`src/sli_pkg.sv`:
```
package sli_pkg;

  // Register port geometry.
  localparam int SLI_ADDR_W = 4;
  localparam int SLI_DATA_W = 16;

  // Register byte addresses.
  localparam logic [3:0] SLI_RXCSR_ADDR = 4'h0;
  localparam logic [3:0] SLI_TXCSR_ADDR = 4'h4;

  // Field positions in the receiver and transmitter control/status registers.
  localparam int SLI_RX_DONE_BIT   = 7;
  localparam int SLI_RX_IE_BIT     = 6;
  localparam int SLI_MODEM_IE_BIT  = 5;
  localparam int SLI_MODEM_EVT_BIT = 15;
  localparam int SLI_TX_RDY_BIT    = 7;
  localparam int SLI_TX_IE_BIT     = 6;
  localparam int SLI_PROG_RATE_BIT = 11;
  localparam int SLI_RATE_LSB      = 12;
  localparam int SLI_RATE_MSB      = 15;

  // Host vector layout.
  localparam int SLI_VEC_LSB    = 3;
  localparam int SLI_VEC_MSB    = 8;
  localparam int SLI_VEC2ND_BIT = 2;

  // Values after reset.
  localparam logic [15:0] SLI_RDATA_RST = 16'h0000;
  localparam logic [3:0]  SLI_RATE_RST  = 4'h0;
  localparam logic [12:0] SLI_CNT_RST   = 13'h0000;

  // Rate code that selects 110 baud.
  localparam logic [3:0] SLI_RATE_CODE_110 = 4'h2;

  // Oscillator ticks per 16x bit clock period, indexed by rate code.
  localparam logic [15:0][12:0] SLI_DIV_TABLE = {
    13'h0010, 13'h0021, 13'h002C, 13'h0042, 13'h0058, 13'h0084, 13'h009E, 13'h00B0,
    13'h0108, 13'h0210, 13'h0420, 13'h0840, 13'h0933, 13'h0B40, 13'h1080, 13'h18C0
  };

  typedef enum logic [3:0] {
    SLI_ST_IDLE = 4'h1,
    SLI_ST_REQ  = 4'h2,
    SLI_ST_VEC  = 4'h4,
    SLI_ST_END  = 4'h8
  } sli_state_t;

endpackage

```
`src/sli_sync.sv`:
```
`timescale 1ns/1ps
`default_nettype none
module sli_sync #(
  parameter int W = 1
) (
  // Clock and reset.
  input  wire logic         ref_clk,
  input  wire logic         rst,
  // Levels in and out.
  input  wire logic [W-1:0] asyncIn,
  output logic      [W-1:0] syncOut
);
  logic [W-1:0] stage1_q;

  always_ff @(posedge ref_clk) begin
    if (rst) begin
      stage1_q <= '0;
      syncOut  <= '0;
    end else begin
      stage1_q <= asyncIn;
      syncOut  <= stage1_q;
    end
  end
endmodule
`default_nettype wire

```
`src/sli_rate_div.sv`:
```
`timescale 1ns/1ps
`default_nettype none
module sli_rate_div (
  // Clock and reset.
  input  wire logic       ref_clk,
  input  wire logic       rst,
  // Oscillator tick and divisor selection.
  input  wire logic       oscTick,
  input  wire logic [3:0] rateCode,
  // Divided 16x bit clock.
  output logic            bitClk
);
  import sli_pkg::*;

  logic [12:0] cnt_q;
  wire  [12:0] divisor  = SLI_DIV_TABLE[rateCode];
  wire  [12:0] lastCnt  = divisor - 13'h0001;
  wire         wrap     = cnt_q >= lastCnt;
  wire         firstHalf = cnt_q < (divisor >> 1);

  // A change to a code whose last count is at or below the count wraps on the next tick, so no count is stranded.
  always_ff @(posedge ref_clk) begin
    if (rst) begin
      cnt_q  <= SLI_CNT_RST;
      bitClk <= 1'b0;
    end else if (oscTick) begin
      cnt_q  <= wrap ? SLI_CNT_RST : cnt_q + 13'h0001;
      bitClk <= firstHalf;
    end
  end
endmodule
`default_nettype wire

```
`src/sli_irq_baud.sv`:
```
// Our own choices: strobed register access and the placing of the registers.
`timescale 1ns/1ps
`default_nettype none
module sli_irq_baud #(
  parameter bit HAS_MODEM = 1'b1
) (
  // Clock and reset.
  input  wire logic                           ref_clk,
  input  wire logic                           rst,
  // Register port.
  input  wire logic [sli_pkg::SLI_ADDR_W-1:0] regAddr,
  input  wire logic [sli_pkg::SLI_DATA_W-1:0] regWrData,
  input  wire logic [1:0]                     regByteEn,
  input  wire logic                           regWr,
  input  wire logic                           regRd,
  output logic      [sli_pkg::SLI_DATA_W-1:0] regRdData,
  // Host bus, logical levels with 1 meaning asserted.
  input  wire logic                           bdin,
  input  wire logic                           biaki,
  input  wire logic                           binit,
  input  wire logic                           powerGood,
  output logic                                birq,
  output logic                                brply,
  output logic                                biako,
  output logic      [sli_pkg::SLI_DATA_W-1:0] bdalOut,
  output logic                                bdalOe,
  // Character section status.
  input  wire logic                           rxCharComplete,
  input  wire logic                           txHoldingEmpty,
  input  wire logic                           modemEvent,
  // Straps and oscillator.
  input  wire logic                           oscIn,
  input  wire logic                           splitSpeed,
  input  wire logic [5:0]                     vectorStrap,
  input  wire logic [3:0]                     rxRateStrap,
  input  wire logic [3:0]                     txRateStrap,
  // Bit clocks and format.
  output logic                                rxBitClk,
  output logic                                txBitClk,
  output logic                                twoStopSelect
);
  import sli_pkg::*;

  // Every bus, status, strap and oscillator pin passes two flip-flops before use; the register port does not.
  logic       bdinS;
  logic       biakiS;
  logic       binitS;
  logic       powerGoodS;
  logic       rxDoneS;
  logic       txEmptyS;
  logic       modemEvtS;
  logic       oscS;
  logic       splitS;
  logic [5:0] vectorStrapS;
  logic [3:0] rxRateStrapS;
  logic [3:0] txRateStrapS;

  sli_sync #(.W(23)) u_sync (
    .ref_clk (ref_clk),
    .rst     (rst),
    .asyncIn ({bdin, biaki, binit, powerGood, rxCharComplete, txHoldingEmpty, modemEvent,
               oscIn, splitSpeed, vectorStrap, rxRateStrap, txRateStrap}),
    .syncOut ({bdinS, biakiS, binitS, powerGoodS, rxDoneS, txEmptyS, modemEvtS,
               oscS, splitS, vectorStrapS, rxRateStrapS, txRateStrapS})
  );

  // Register decode.
  wire rxHit  = regAddr == SLI_RXCSR_ADDR;
  wire txHit  = regAddr == SLI_TXCSR_ADDR;
  wire rxWrLo = regWr & rxHit & regByteEn[0];
  wire txWrLo = regWr & txHit & regByteEn[0];
  wire txWrHi = regWr & txHit & regByteEn[1];
  wire wrProg = regWrData[SLI_PROG_RATE_BIT];

  logic       rxIe_q;
  logic       modemIe_q;
  logic       txIe_q;
  logic       progRateEnable_q;
  logic [3:0] rateCode_q;

  // Interrupt enables live in the interrupt logic and clear on initialise.
  always_ff @(posedge ref_clk) begin
    if (rst || binitS) begin
      rxIe_q    <= 1'b0;
      modemIe_q <= 1'b0;
      txIe_q    <= 1'b0;
    end else begin
      if (rxWrLo) begin
        rxIe_q    <= regWrData[SLI_RX_IE_BIT];
        modemIe_q <= HAS_MODEM & regWrData[SLI_MODEM_IE_BIT];
      end
      if (txWrLo) begin
        txIe_q <= regWrData[SLI_TX_IE_BIT];
      end
    end
  end

  // Section A source holds until the next high-byte write, its code until one with bit 11 set; both clear while power good is low.
  always_ff @(posedge ref_clk) begin
    if (rst || !powerGoodS) begin
      progRateEnable_q <= 1'b0;
      rateCode_q       <= SLI_RATE_RST;
    end else if (txWrHi) begin
      progRateEnable_q <= wrProg;
      if (wrProg) begin
        rateCode_q <= regWrData[SLI_RATE_MSB:SLI_RATE_LSB];
      end
    end
  end

  // Read data.
  wire [15:0] rxCsrView = {HAS_MODEM & modemEvtS, 7'h00, rxDoneS, rxIe_q, modemIe_q, 5'h00};
  wire [15:0] txCsrView = {rateCode_q, progRateEnable_q, 3'h0, txEmptyS, txIe_q, 6'h00};
  wire [15:0] readMux   = rxHit ? rxCsrView : (txHit ? txCsrView : SLI_RDATA_RST);

  always_ff @(posedge ref_clk) begin
    if (rst) begin
      regRdData <= SLI_RDATA_RST;
    end else begin
      regRdData <= regRd ? readMux : SLI_RDATA_RST;
    end
  end

  // Request conditions and pending flags.
  logic       rxCondPrev_q;
  logic       txCondPrev_q;
  logic       rxPend_q;
  logic       txPend_q;
  sli_state_t state_q;
  sli_state_t state_d;

  wire rxCharCond  = rxIe_q & rxDoneS;
  wire modemCond   = HAS_MODEM & modemIe_q & modemEvtS;
  wire rxCond      = rxCharCond | modemCond;
  wire txCond      = txIe_q & txEmptyS;
  wire anyPend     = rxPend_q | txPend_q;
  wire ackSeen     = bdinS & biakiS;
  wire takeAck     = (state_q == SLI_ST_REQ) & ackSeen & anyPend;
  wire serveRx     = takeAck & rxPend_q;
  wire serveTx     = takeAck & ~rxPend_q;
  wire rxSet       = rxCond & ~rxCondPrev_q;
  wire txSet       = txCond & ~txCondPrev_q;
  wire rxPend_d    = rxSet | (rxPend_q & rxCond & ~serveRx);
  wire txPend_d    = txSet | (txPend_q & txCond & ~serveTx);
  wire [15:0] vecWord = {7'h00, vectorStrapS, ~rxPend_q, 2'b00};

  // A new event wins over the clear of the served flag.
  always_ff @(posedge ref_clk) begin
    if (rst || binitS) begin
      rxCondPrev_q <= 1'b0;
      txCondPrev_q <= 1'b0;
      rxPend_q     <= 1'b0;
      txPend_q     <= 1'b0;
    end else begin
      rxCondPrev_q <= rxCond;
      txCondPrev_q <= txCond;
      rxPend_q     <= rxPend_d;
      txPend_q     <= txPend_d;
    end
  end

  // Interrupt transaction sequencing.
  always_comb begin
    state_d = state_q;
    unique case (state_q)
      SLI_ST_IDLE: begin
        if (anyPend) state_d = SLI_ST_REQ;
      end
      SLI_ST_REQ: begin
        if (!anyPend) begin
          state_d = SLI_ST_IDLE;
        end else if (ackSeen) begin
          state_d = SLI_ST_VEC;
        end
      end
      SLI_ST_VEC: begin
        if (!bdinS) state_d = SLI_ST_END;
      end
      SLI_ST_END: begin
        if (!biakiS) state_d = SLI_ST_IDLE;
      end
    endcase
  end

  logic vecDrive_q;
  logic secondVectorSelect_q;

  always_ff @(posedge ref_clk) begin
    if (rst || binitS) begin
      state_q              <= SLI_ST_IDLE;
      birq                 <= 1'b0;
      vecDrive_q           <= 1'b0;
      secondVectorSelect_q <= 1'b0;
      bdalOut              <= SLI_RDATA_RST;
    end else begin
      state_q    <= state_d;
      birq       <= state_d == SLI_ST_REQ;
      vecDrive_q <= state_d == SLI_ST_VEC;
      if (takeAck) begin
        secondVectorSelect_q <= ~rxPend_q;
        bdalOut              <= vecWord;
      end else if (state_d != SLI_ST_VEC) begin
        secondVectorSelect_q <= 1'b0;
        bdalOut              <= SLI_RDATA_RST;
      end
    end
  end

  assign brply  = vecDrive_q;
  assign bdalOe = vecDrive_q;
  // Acknowledge is passed on only while nothing here is requesting.
  assign biako  = biakiS & (state_q == SLI_ST_IDLE) & ~anyPend;

  // Baud rate generation.
  logic oscPrev_q;
  logic secAClk;
  logic secBClk;
  wire  oscTick  = oscS & ~oscPrev_q;
  wire [3:0] secACode = progRateEnable_q ? rateCode_q : rxRateStrapS;

  sli_rate_div u_sec_a (
    .ref_clk  (ref_clk),
    .rst      (rst),
    .oscTick  (oscTick),
    .rateCode (secACode),
    .bitClk   (secAClk)
  );

  sli_rate_div u_sec_b (
    .ref_clk  (ref_clk),
    .rst      (rst),
    .oscTick  (oscTick),
    .rateCode (txRateStrapS),
    .bitClk   (secBClk)
  );

  always_ff @(posedge ref_clk) begin
    if (rst) begin
      oscPrev_q     <= 1'b0;
      rxBitClk      <= 1'b0;
      txBitClk      <= 1'b0;
      twoStopSelect <= 1'b0;
    end else begin
      oscPrev_q     <= oscS;
      rxBitClk      <= secAClk;
      txBitClk      <= splitS ? secBClk : secAClk;
      twoStopSelect <= secACode == SLI_RATE_CODE_110;
    end
  end
endmodule
`default_nettype wire

```
`config.mk`:
```
export PLATFORM = sky130hd
export DESIGN_NAME = sli_irq_baud
export DESIGN_NICKNAME = d
export VERILOG_FILES = /design/src/sli_pkg.sv /design/src/sli_sync.sv /design/src/sli_rate_div.sv /design/src/sli_irq_baud.sv
export SDC_FILE = /design/constraint.sdc
export NUM_CORES = 1
export LEC_CHECK = 0
export BUFFER_PORTS_ARGS = -buffer_cell sky130_fd_sc_hd__buf_2
export CAP_MARGIN = 40
export CORE_UTILIZATION = 58
export DETAILED_ROUTE_END_ITERATION = 10
export PLACE_DENSITY = 0.9
export SYNTH_ARGS = -nofsm -noshare
export SYNTH_HDL_FRONTEND = slang
export SYNTH_HIERARCHICAL = 1
export SYNTH_SLANG_ARGS = --single-unit
```
`constraint.sdc`:
```
create_clock -name ref_clk -period 4.5 [get_ports ref_clk]
set_input_delay 0.675 -clock ref_clk [delete_from_list [all_inputs] [get_ports ref_clk]]
set_output_delay 0.675 -clock ref_clk [all_outputs]
set_load 0.02 [all_outputs]
```
==> results of run 1 <==
-- worst paths after layout --
| check | start | end | depth (start not counted) |
|---|---|---|---|
| worst min register to register | rxCondPrev_q$_SDFF_PP0_ | rxPend_q$_SDFF_PP0_ | 1 |
| worst max-delay path | progRateEnable_q$_SDFFE_PP0N_ | u_sec_a/cnt_q[12]$_SDFFE_PP0P_ | 15 |
| worst max register to register | progRateEnable_q$_SDFFE_PP0N_ | u_sec_a/cnt_q[12]$_SDFFE_PP0P_ | 15 |
| worst min-delay path | rxCondPrev_q$_SDFF_PP0_ | rxPend_q$_SDFF_PP0_ | 1 |
-- kinds of logic (layout without fill, tap and decap cells) --
logic type,count (synthesis),in the layout,share of synthesized area
fa+ha+maj,64,64,0.124
other cells,1,18,0.000582
buf+inv,67,107,0.0571
xor+xnor,39,39,0.0530
mux,23,23,0.0429
flops,111,111,0.345
simple gates,264,264,0.236
compound gates,124,124,0.142
-- stage by stage --
| stage | power (mW) | hold WS (ps) |
|---|---|---|
| final | 1.86 | 407 |
| after global routing | 1.95 | 417 |
| after CTS | 1.88 | 411 |
| after detailed placement | 1.27 | 395 |
| after global placement | 1.25 | 386 |
| after floorplan | 1.22 | 383 |
-- state kept, by name, summed over array words and instances, names as in the netlist, 4 cells and up --
register and flops:
bdalOut 7, u_sync/syncOut 23, regRdData 8, rateCode_q 4, u_sec_b/cnt_q 13, u_sec_a/cnt_q 13
u_sync/stage1_q 23, state_q 4
-- where the power goes --
group | switching, mW | total, mW | internal (mW) | leakage [nW]
registers | 0.0147 | 1.02 | 1.00 | 0.905
logic | 0.136 | 0.231 | 0.0956 | 1.96
clock network | 0.348 | 0.614 | 0.266 | 0.104
-- critical path, stage by stage (launching register included) --
cell	delay [ps]
dfxtp_2	410
mux2_1	400
ha_1	280
nor3b_1	200
a31oi_1	260
ha_1	240
a21bo_2	270
a2111oi_4	370
o21bai_1	180
o21a_1	210
ha_1	290
a21o_1	160
a21o_1	170
a21oi_1	160
nor2b_2	140
a2111oi_1	270
-- placed cells by master (no fill, tap or decap), types with 8 or more instances in the layout --
master    instances
nand3_1          17
mux2_2            8
nor2b_1          56
dfxtp_1         110
a22oi_1          11
nor4_1           13
xor2_1           22
o21ai_0          13
xnor2_1          17
a21oi_1          19
nand2_1          46
conb_1           17
buf_2            61
inv_1            25
nor2_1           37
o21ai_1           9
and2_1           10
nand4_1          14
clkbuf_8          9
mux2i_1          10
ha_1             64
a21o_1           10
nor3_1           21
-- routing by layer --
metal,global-route usage,vias up
met5,0,-
met2,0.417,151
met1,0.299,2417
met3,0.0636,32
met4,0.101,0
li1,-,2534
-- area by class of cell --
cell class | count | area, sq um | area share
clock inverter | 6 | 78.8 | 0.0113
timing repair buffer | 67 | 350 | 0.0502
multi-input combinational | 531 | 3940 | 0.564
inverter | 25 | 93.8 | 0.0134
tap | 140 | 175 | 0.0251
sequential | 111 | 2220 | 0.318
antenna | 1 | 2.50 | 0.000358
clock buffer | 9 | 124 | 0.0177
-- what timing repair did --
item / 4_1_cts / 5_1_grt
resized for setup: 1 / 4
buffers inserted: 0 / 0
endpoints found under the setup margin: 2 / 13
hold buffers: 0 / 0
==> impl_metrics.yaml, run 1 <==
global_routing:
  grt_first_pass_wirelength_um: 22600
  grt_max_degree: 42
  antenna_found_initial: 1
  grt_overflow: 0
  grt_pass1_vias: 4864
  grtUsageTotal: 0.247
yosys:
  synth_warnings: 6
  synth_top_area_share: 0.345
  async_flop_share: 0
  synthTopCellsByArea: "dfxtp_1 34%, ha_1 12%, nor2b_1 5.5%, xor2_1 3.0%, nand2_1 2.7%"
  synth_flop_cell: "dfxtp_1"
  synthTopCellsByCount: "111 x dfxtp_1, 64 x ha_1, 57 x nor2b_1, 46 x nand2_1, 37 x nor2_1"
  synth_seq_cells: 111
  syn_avg_cell_area_sq_um: 9.30
  synth_most_common_cell: "dfxtp_1"
  synth_area_sq_um: 6440
  synth-edff-count: 0
  synth.distinct_cells: 85
  yosys.area.top_type: "dfxtp_1"
  syn_inst: 693
  yosysSeqAreaShare: 0.345
cts:
  clkSinkCount: 111
  cts_tree: "yes"
  cts_buffers: 9
  clock_latency_ps: 390
  ctsRootBufferMaster: "clkbuf_8"
  htree_num_levels: 3
  path_clk_slew_ps: 100
  cts_buffer_depth: 2
setup_path:
  cp-start-kind: "flop"
  required_ps: 4780
  crit_type: "reg2reg"
  r2r_slack_ps: 380
  cp.arrival_ps: 4390
  worstSetupEndpointType: "flop"
  path_max_fanout: 13
cells_and_area:
  fin_nets: 858
  finish.utilization: 0.644
  instances_no_fill: 890
  n_fill_cell: 853
  area.growth.synth_to_final_pct: 8.35
  drive_above_1_share: 0.162
  design_area_sq_um: 6980
power:
  leakagePower_nw: 2.97
  ir_drop_uv: 222
  powerDensity_nw_per_um2: 267
timing:
  drv_slew: 0
  fin_crit_sh: 0.914
  setup_violations: 0
  rsz0062_at_grt: "no"
  skew_ps: 9.45
  slew_headroom: 0.439
  fmax_mhz: 243
  final_hold_viol_count: 0
  setup_tns_ps: 0
  setup_ws_ps: 385
  worst_pin_slew_ps: 840
  min_period_ps: 4120
drt:
  drtPass1Iterations: 8
  drt.antenna.violating_nets: 0
  wl_per_cell_um: 15.5
  drt-total-wl_um: 13800
  route.met2.wl_um: 6600
  drc_errors: 1
  drt_iter0_drc: 315
  wl_met1_um: 6140
  top_layer: "met4"
  wl_met3_um: 668
  viasPerCell: 5.77
  num_vias: 5134
placement:
  dpl.cell_count: 874
  portBuffers: 61
  pre_cts_ws_ps: 0.827
  routabilityCongestion: 0.892
  postPlaceCellArea_sq_um: 6760
  dp.final_hpwl_um: 10300
die:
  core-area_sq_um: 10800
  dieArea_sq_um: 11500
  die_h_um: 107
  die_x_um: 107
  ios: 88
  fp-row-count: 38
  initial_core_util: 0.595
run_status:
  violations: "DRC"
  status: "complete, but fails checks"
hold_path:
  hold_path.class: "reg2reg"
flow_run:
  drv_cap: 0
(Power assumes the default switching activity.)
==> inputs of run 2 (changes only) <==
Settings changed: CELL_PAD_IN_SITES_DETAIL_PLACEMENT from default to 0, CELL_PAD_IN_SITES_GLOBAL_PLACEMENT from default to 1, CORE_UTILIZATION 58 to 44.
==> impl_metrics.yaml, run 2 (synthesized netlist as in run 1, its figures left out) <==
setup_path:
  cp.arrival_ps: 4390
  path_max_fanout: 13
  worstSetupEndpointType: "flop"
  crit_type: "reg2reg"
  cp-startpoint: "progRateEnable_q$_SDFFE_PP0N_"
  r2r-start: "progRateEnable_q$_SDFFE_PP0N_"
  timing.rr.end: "u_sec_a/cnt_q[12]$_SDFFE_PP0P_"
  crit_end: "u_sec_a/cnt_q[12]$_SDFFE_PP0P_"
  r2r_slack_ps: 340
  cp-start-kind: "flop"
  required_ps: 4720
  r2r.worst_path.cells: 15
placement:
  dp.final_hpwl_um: 10200
  postPlaceCellArea_sq_um: 6810
  routabilityCongestion: 0.872
  portBuffers: 61
flow_run:
  drv_cap: 0
cells_and_area:
  multi_input_comb_area_sq_um: 3930
  reg_top3: "u_sync/stage1_q: 23 flops, u_sync/syncOut: 23 flops"
  n_fill_cell: 1313
  area.growth.synth_to_final_pct: 10.5
  final_cell_mix: "110 x dfxtp_1, 64 x ha_1, 61 x buf_2"
  fin_nets: 859
  design_area_sq_um: 7120
  drive_above_1_share: 0.162
  final_common_cell: "dfxtp_1"
  diodes: 0
  ff_latch_area_sq_um: 2220
global_routing:
  grt_overflow: 0
  grt_max_degree: 34
  grt_first_pass_wirelength_um: 22000
  grt_pass1_vias: 4733
  grtUsageTotal: 0.182
  antenna_found_initial: 0
cts:
  cts_buffer_depth: 2
  htree_num_levels: 3
  ctsRootBufferMaster: "clkbuf_16"
  cts_resized: 0
  clkSinkCount: 111
  post_cts_buffers: 0
  cts_buffers: 9
  clock_latency_ps: 350
  hold_buffers: 0
  path_clk_slew_ps: 80
  cts_tree: "yes"
power:
  powerDensity_nw_per_um2: 284
  ir_drop_uv: 202
  leakagePower_nw: 3.01
run_status:
  status: "finished, final reports clean"
timing:
  drv_slew: 0
  rsz0062_at_grt: "no"
  min_period_ps: 4160
  fmax_mhz: 240
  setup_tns_ps: 0
  fin_crit_sh: 0.925
  holdWs_ps: 403
  slew_headroom: 0.477
  final_hold_viol_count: 0
  setup_violations: 0
  skew_ps: 8.82
  worst_pin_slew_ps: 783
drt:
  drt-total-wl_um: 13300
  drt.antenna.violating_nets: 0
  drtPass1Iterations: 4
  wl_per_cell_um: 14.3
  num_vias: 4975
  drt_iter0_drc: 272
  viasPerCell: 5.34
  drc_errors: 0
die:
  core-area_sq_um: 14100
  die_x_um: 123
  dieArea_sq_um: 15100
  initial_core_util: 0.457
  die_h_um: 123
  ios: 88
  fp-row-count: 43
hold_path:
  hold_path.class: "reg2reg"
## run 2: changes by cell type in the layout (fill, tap and decap cells not counted), sizes merged
cell / delta
clkbuf: +2
buf: +1
bufinv: -1
diode: -1
## run 2: final cells by class
class,count,area share
clock buffers,11,0.0341
clock inverters,5,0.00685
inverters,25,0.0132
multi-input cells,531,0.552
flip-flops and latches,111,0.312
well taps,180,0.0316
repair buffers,68,0.0502
## run 2: how the worst min path moves through the flow
stage                                  startpoint                   to  depth (start not counted)
final                     txCondPrev_q$_SDFF_PP0_  txPend_q$_SDFF_PP0_                          1
after global placement    rxCondPrev_q$_SDFF_PP0_  rxPend_q$_SDFF_PP0_                          1
after detailed placement  txCondPrev_q$_SDFF_PP0_  txPend_q$_SDFF_PP0_                          1
after global routing      txCondPrev_q$_SDFF_PP0_  txPend_q$_SDFF_PP0_                          1
after floorplan           rxCondPrev_q$_SDFF_PP0_  rxPend_q$_SDFF_PP0_                          1
after CTS                 txCondPrev_q$_SDFF_PP0_  txPend_q$_SDFF_PP0_                          1
## run 2: routing by layer
layer	share of wire	up-vias	GRT usage
li1	-	2551	-
met1	0.45	2339	0.227
met2	0.51	79	0.322
met3	0.033	6	0.0327
met4	0.0064	0	0.0482
met5	0	-	0
## run 2: power by group
part | internal, mW | leakage [nW] | switching [mW]
Clock | 0.403 | 0.144 | 0.371
Combinational | 0.0954 | 1.96 | 0.131
Sequential | 1.00 | 0.905 | 0.0154
## run 2: stage by stage
step                      total power, mW  setup slack (ps)   util  instances
after floorplan                      1.22               511      -        709
after global placement               1.26               169  0.483        915
after detailed placement             1.27              53.5  0.483        915
after CTS                            2.05              20.8  0.504        931
after global routing                 2.11              29.8  0.505        931
final                                2.02               336  0.505        931
## run 2: worst max-delay path, stage by stage, from the launching register on
cell	delay (ps)
dfxtp_2	390
mux2_2	440
ha_1	290
nor3b_1	180
a31oi_1	240
ha_1	220
a21bo_2	260
a2111oi_4	370
o21bai_1	170
o21a_1	200
ha_1	280
a21o_1	160
a21o_1	170
a21oi_1	180
nor2b_2	150
a2111oi_1	320
==> inputs of run 3 (changes only) <==
Settings changed: SYNTH_HIERARCHICAL 1 to default.
==> impl_metrics.yaml, run 3 <==
cts:
  cts_tree: "yes"
  cts_buffers: 17
  post_cts_buffers: 0
  path_clk_slew_ps: 60
  clock_latency_ps: 410
  cts_resized: 0
  htree_num_levels: 4
  hold_buffers: 0
  ctsRootBufferMaster: "clkbuf_16"
  clkSinkCount: 120
  cts_buffer_depth: 2
yosys:
  synth_top_family_by_area: "simple AND/OR/NAND/NOR gates"
  synthTopCellsByCount: "120 x dfxtp_1, 77 x nor2_1, 64 x ha_1, 56 x nand2_1, 53 x nor2b_1"
  synth_warnings: 0
  synth.area.mux_share: 0.0322
  synth_area_sq_um: 6410
  synthAdderAreaFrac: 0.125
  synth_seq_cells: 120
  yosys.area_share.simple: 0.230
  synth_most_common_cell: "dfxtp_1"
  synthTopCellsByArea: "dfxtp_1 37%, ha_1 12%, nor2b_1 5.2%, nor2_1 4.5%, nand2_1 3.3%"
  yosys.area.top_type: "dfxtp_1"
  synth.distinct_cells: 67
  synthXorXnorAreaFrac: 0.0587
  synth_flop_cell: "dfxtp_1"
  yosysSeqAreaShare: 0.375
  async_flop_share: 0
  syn_inst: 724
  synth-edff-count: 0
  synth_compound_area_frac: 0.124
  syn_avg_cell_area_sq_um: 8.86
  synth_top_area_share: 0.375
drt:
  drtPass1Iterations: 4
  drt.antenna.violating_nets: 0
  wl_per_cell_um: 12.9
  drc_errors: 0
  drt-total-wl_um: 12600
  viasPerCell: 4.99
  drt_iter0_drc: 308
  num_vias: 4893
placement:
  portBuffers: 61
  dp.final_hpwl_um: 9260
  routabilityCongestion: 0.823
  dpl.cell_count: 949
die:
  initial_core_util: 0.457
  ios: 88
  die_h_um: 123
  core-area_sq_um: 14000
  die_x_um: 123
  dieArea_sq_um: 15100
  fp-row-count: 43
setup_path:
  cp.arrival_ps: 4250
  required_ps: 4840
  r2r_slack_ps: 590
  critPathSlowestCell: "dfxtp_1"
  worstSetupEndpointType: "flop"
  r2r.worst_path.cells: 18
  crit_top_cell: "ha_1"
  r2r-start: "progRateEnable_q$_SDFFE_PP0P_"
  timing.rr.end: "u_sec_a.cnt_q[2]$_SDFFE_PP0P_"
  path_max_fanout: 13
  cp-start-kind: "flop"
  worstPathCellList: "nand2b_1 -> and2_1 -> inv_1 -> ha_1 -> mux2_4 -> a22oi_1 -> ha_1 -> o2111ai_1 -> nor2_1 -> a32oi_1 -> ha_1 -> nand4_1 -> nor2_1 -> a311oi_1 -> o211a_1 -> a21oi_1 -> buf_4 -> nor3_1"
  cp_slowest_stage_delay_ps: 420
  crit_type: "reg2reg"
cells_and_area:
  diodes: 0
  drive_above_1_share: 0.152
  reg_top3: "u_sync.stage1_q: 23 flops, u_sync.syncOut: 19 flops"
  top_register: "u_sync.stage1_q"
  final_common_cell: "dfxtp_1"
  instances_no_fill: 981
  area.growth.synth_to_final_pct: 15.2
  largest_register_ffs: 23
  n_fill_cell: 1266
  final_cell_mix: "120 x dfxtp_1, 77 x nor2_1, 64 x ha_1"
  fin_nets: 901
timing:
  final_hold_viol_count: 0
  setup_tns_ps: 0
  min_period_ps: 3910
  fin_crit_sh: 0.869
  drv_slew: 0
  fmax_mhz: 256
  worst_pin_slew_ps: 656
  slew_headroom: 0.558
  skew_ps: 8.25
  holdWs_ps: 418
  rsz0062_at_grt: "no"
  setup_violations: 0
global_routing:
  grt_max_degree: 50
  grtUsageTotal: 0.181
  grt_first_pass_wirelength_um: 21500
  antenna_found_initial: 0
  grt_overflow: 0
  grt_pass1_vias: 4688
hold_path:
  hold_path.class: "reg2reg"
  min_to: "txPend_q$_SDFF_PP0_"
  worstHoldPathCells: 1
  worstHoldStart: "txCondPrev_q$_SDFF_PP0_"
run_status:
  status: "finished, final reports clean"
power:
  powerDensity_nw_per_um2: 351
  total_power_mw: 2.59
  ir_drop_uv: 247
  leakagePower_nw: 3.33
flow_run:
  drv_cap: 0
## run 3: changes by cell type after synthesis, sizes merged, moves of 9 or more
cell	before	now
dfxtp	111	120
nand2	46	56
nor2	40	78
nor4	14	2
o21ai	24	33
## run 3: kinds of logic (layout without fill, tap and decap cells)
logic type                 count (synthesis)  in the layout
AOI/OAI and AO/OA                        120            120
xor gates and xnor gates                  43             43
adders and majority gates                 64             64
buffers and inverters                     70            131
DFF                                      120            120
muxes                                     18             18
other                                      1             17
and+or+nand+nor                          288            288
## run 3: per-stage QoR
step	util	worst slack [ps]	area, sq um
floorplan	-	325	6470
global placement	0.486	630	6820
detailed placement	0.487	606	6830
CTS	0.526	561	7390
global route	0.526	235	7390
finish	0.526	587	7390
## run 3: final cells by class
type / count / area [sq um] / share of cell area
multi-input combinational: 550 / 3720 / 0.503
timing repair buffer: 71 / 380 / 0.0515
inverter: 28 / 105 / 0.0142
sequential: 120 / 2400 / 0.325
clock buffer: 18 / 429 / 0.0581
tap: 180 / 225 / 0.0305
clock inverter: 14 / 126 / 0.0171
## run 3: critical path, delay by kind of cell (launching register included)
kind            cells  cell delay, ps
fa+ha+maj           3             850
buf+inv             2             290
simple gates        6             890
flops               1             420
mux                 1             320
compound gates      6            1070
## run 3: worst max path at each step
stage                                        from                            end  cells past startpoint
finish              progRateEnable_q$_SDFFE_PP0P_  u_sec_a.cnt_q[2]$_SDFFE_PP0P_                     18
global route        progRateEnable_q$_SDFFE_PP0P_  u_sec_a.cnt_q[2]$_SDFFE_PP0P_                     18
CTS                 progRateEnable_q$_SDFFE_PP0P_  u_sec_a.cnt_q[2]$_SDFFE_PP0P_                     18
detailed placement  progRateEnable_q$_SDFFE_PP0P_  u_sec_a.cnt_q[2]$_SDFFE_PP0P_                     18
global placement    progRateEnable_q$_SDFFE_PP0P_  u_sec_a.cnt_q[2]$_SDFFE_PP0P_                     18
floorplan           progRateEnable_q$_SDFFE_PP0P_  u_sec_a.cnt_q[0]$_SDFFE_PP0P_                     20
## run 3: per-layer routing
| metal | wire [um] | vias to the layer above | global-route usage |
|---|---|---|---|
| met5 | 0 | - | 0 |
| met4 | 122 | 0 | 0.0549 |
| met3 | 449 | 10 | 0.0479 |
| met2 | 5810 | 87 | 0.302 |
| met1 | 6250 | 2210 | 0.228 |
| li1 | - | 2586 | - |
## run 3: power by group
group	switching [mW]	total, mW	internal [mW]
Sequential	0.0243	1.12	1.09
Clock	0.492	1.25	0.759
Combinational	0.125	0.221	0.0966
Total	0.641	2.59	1.95
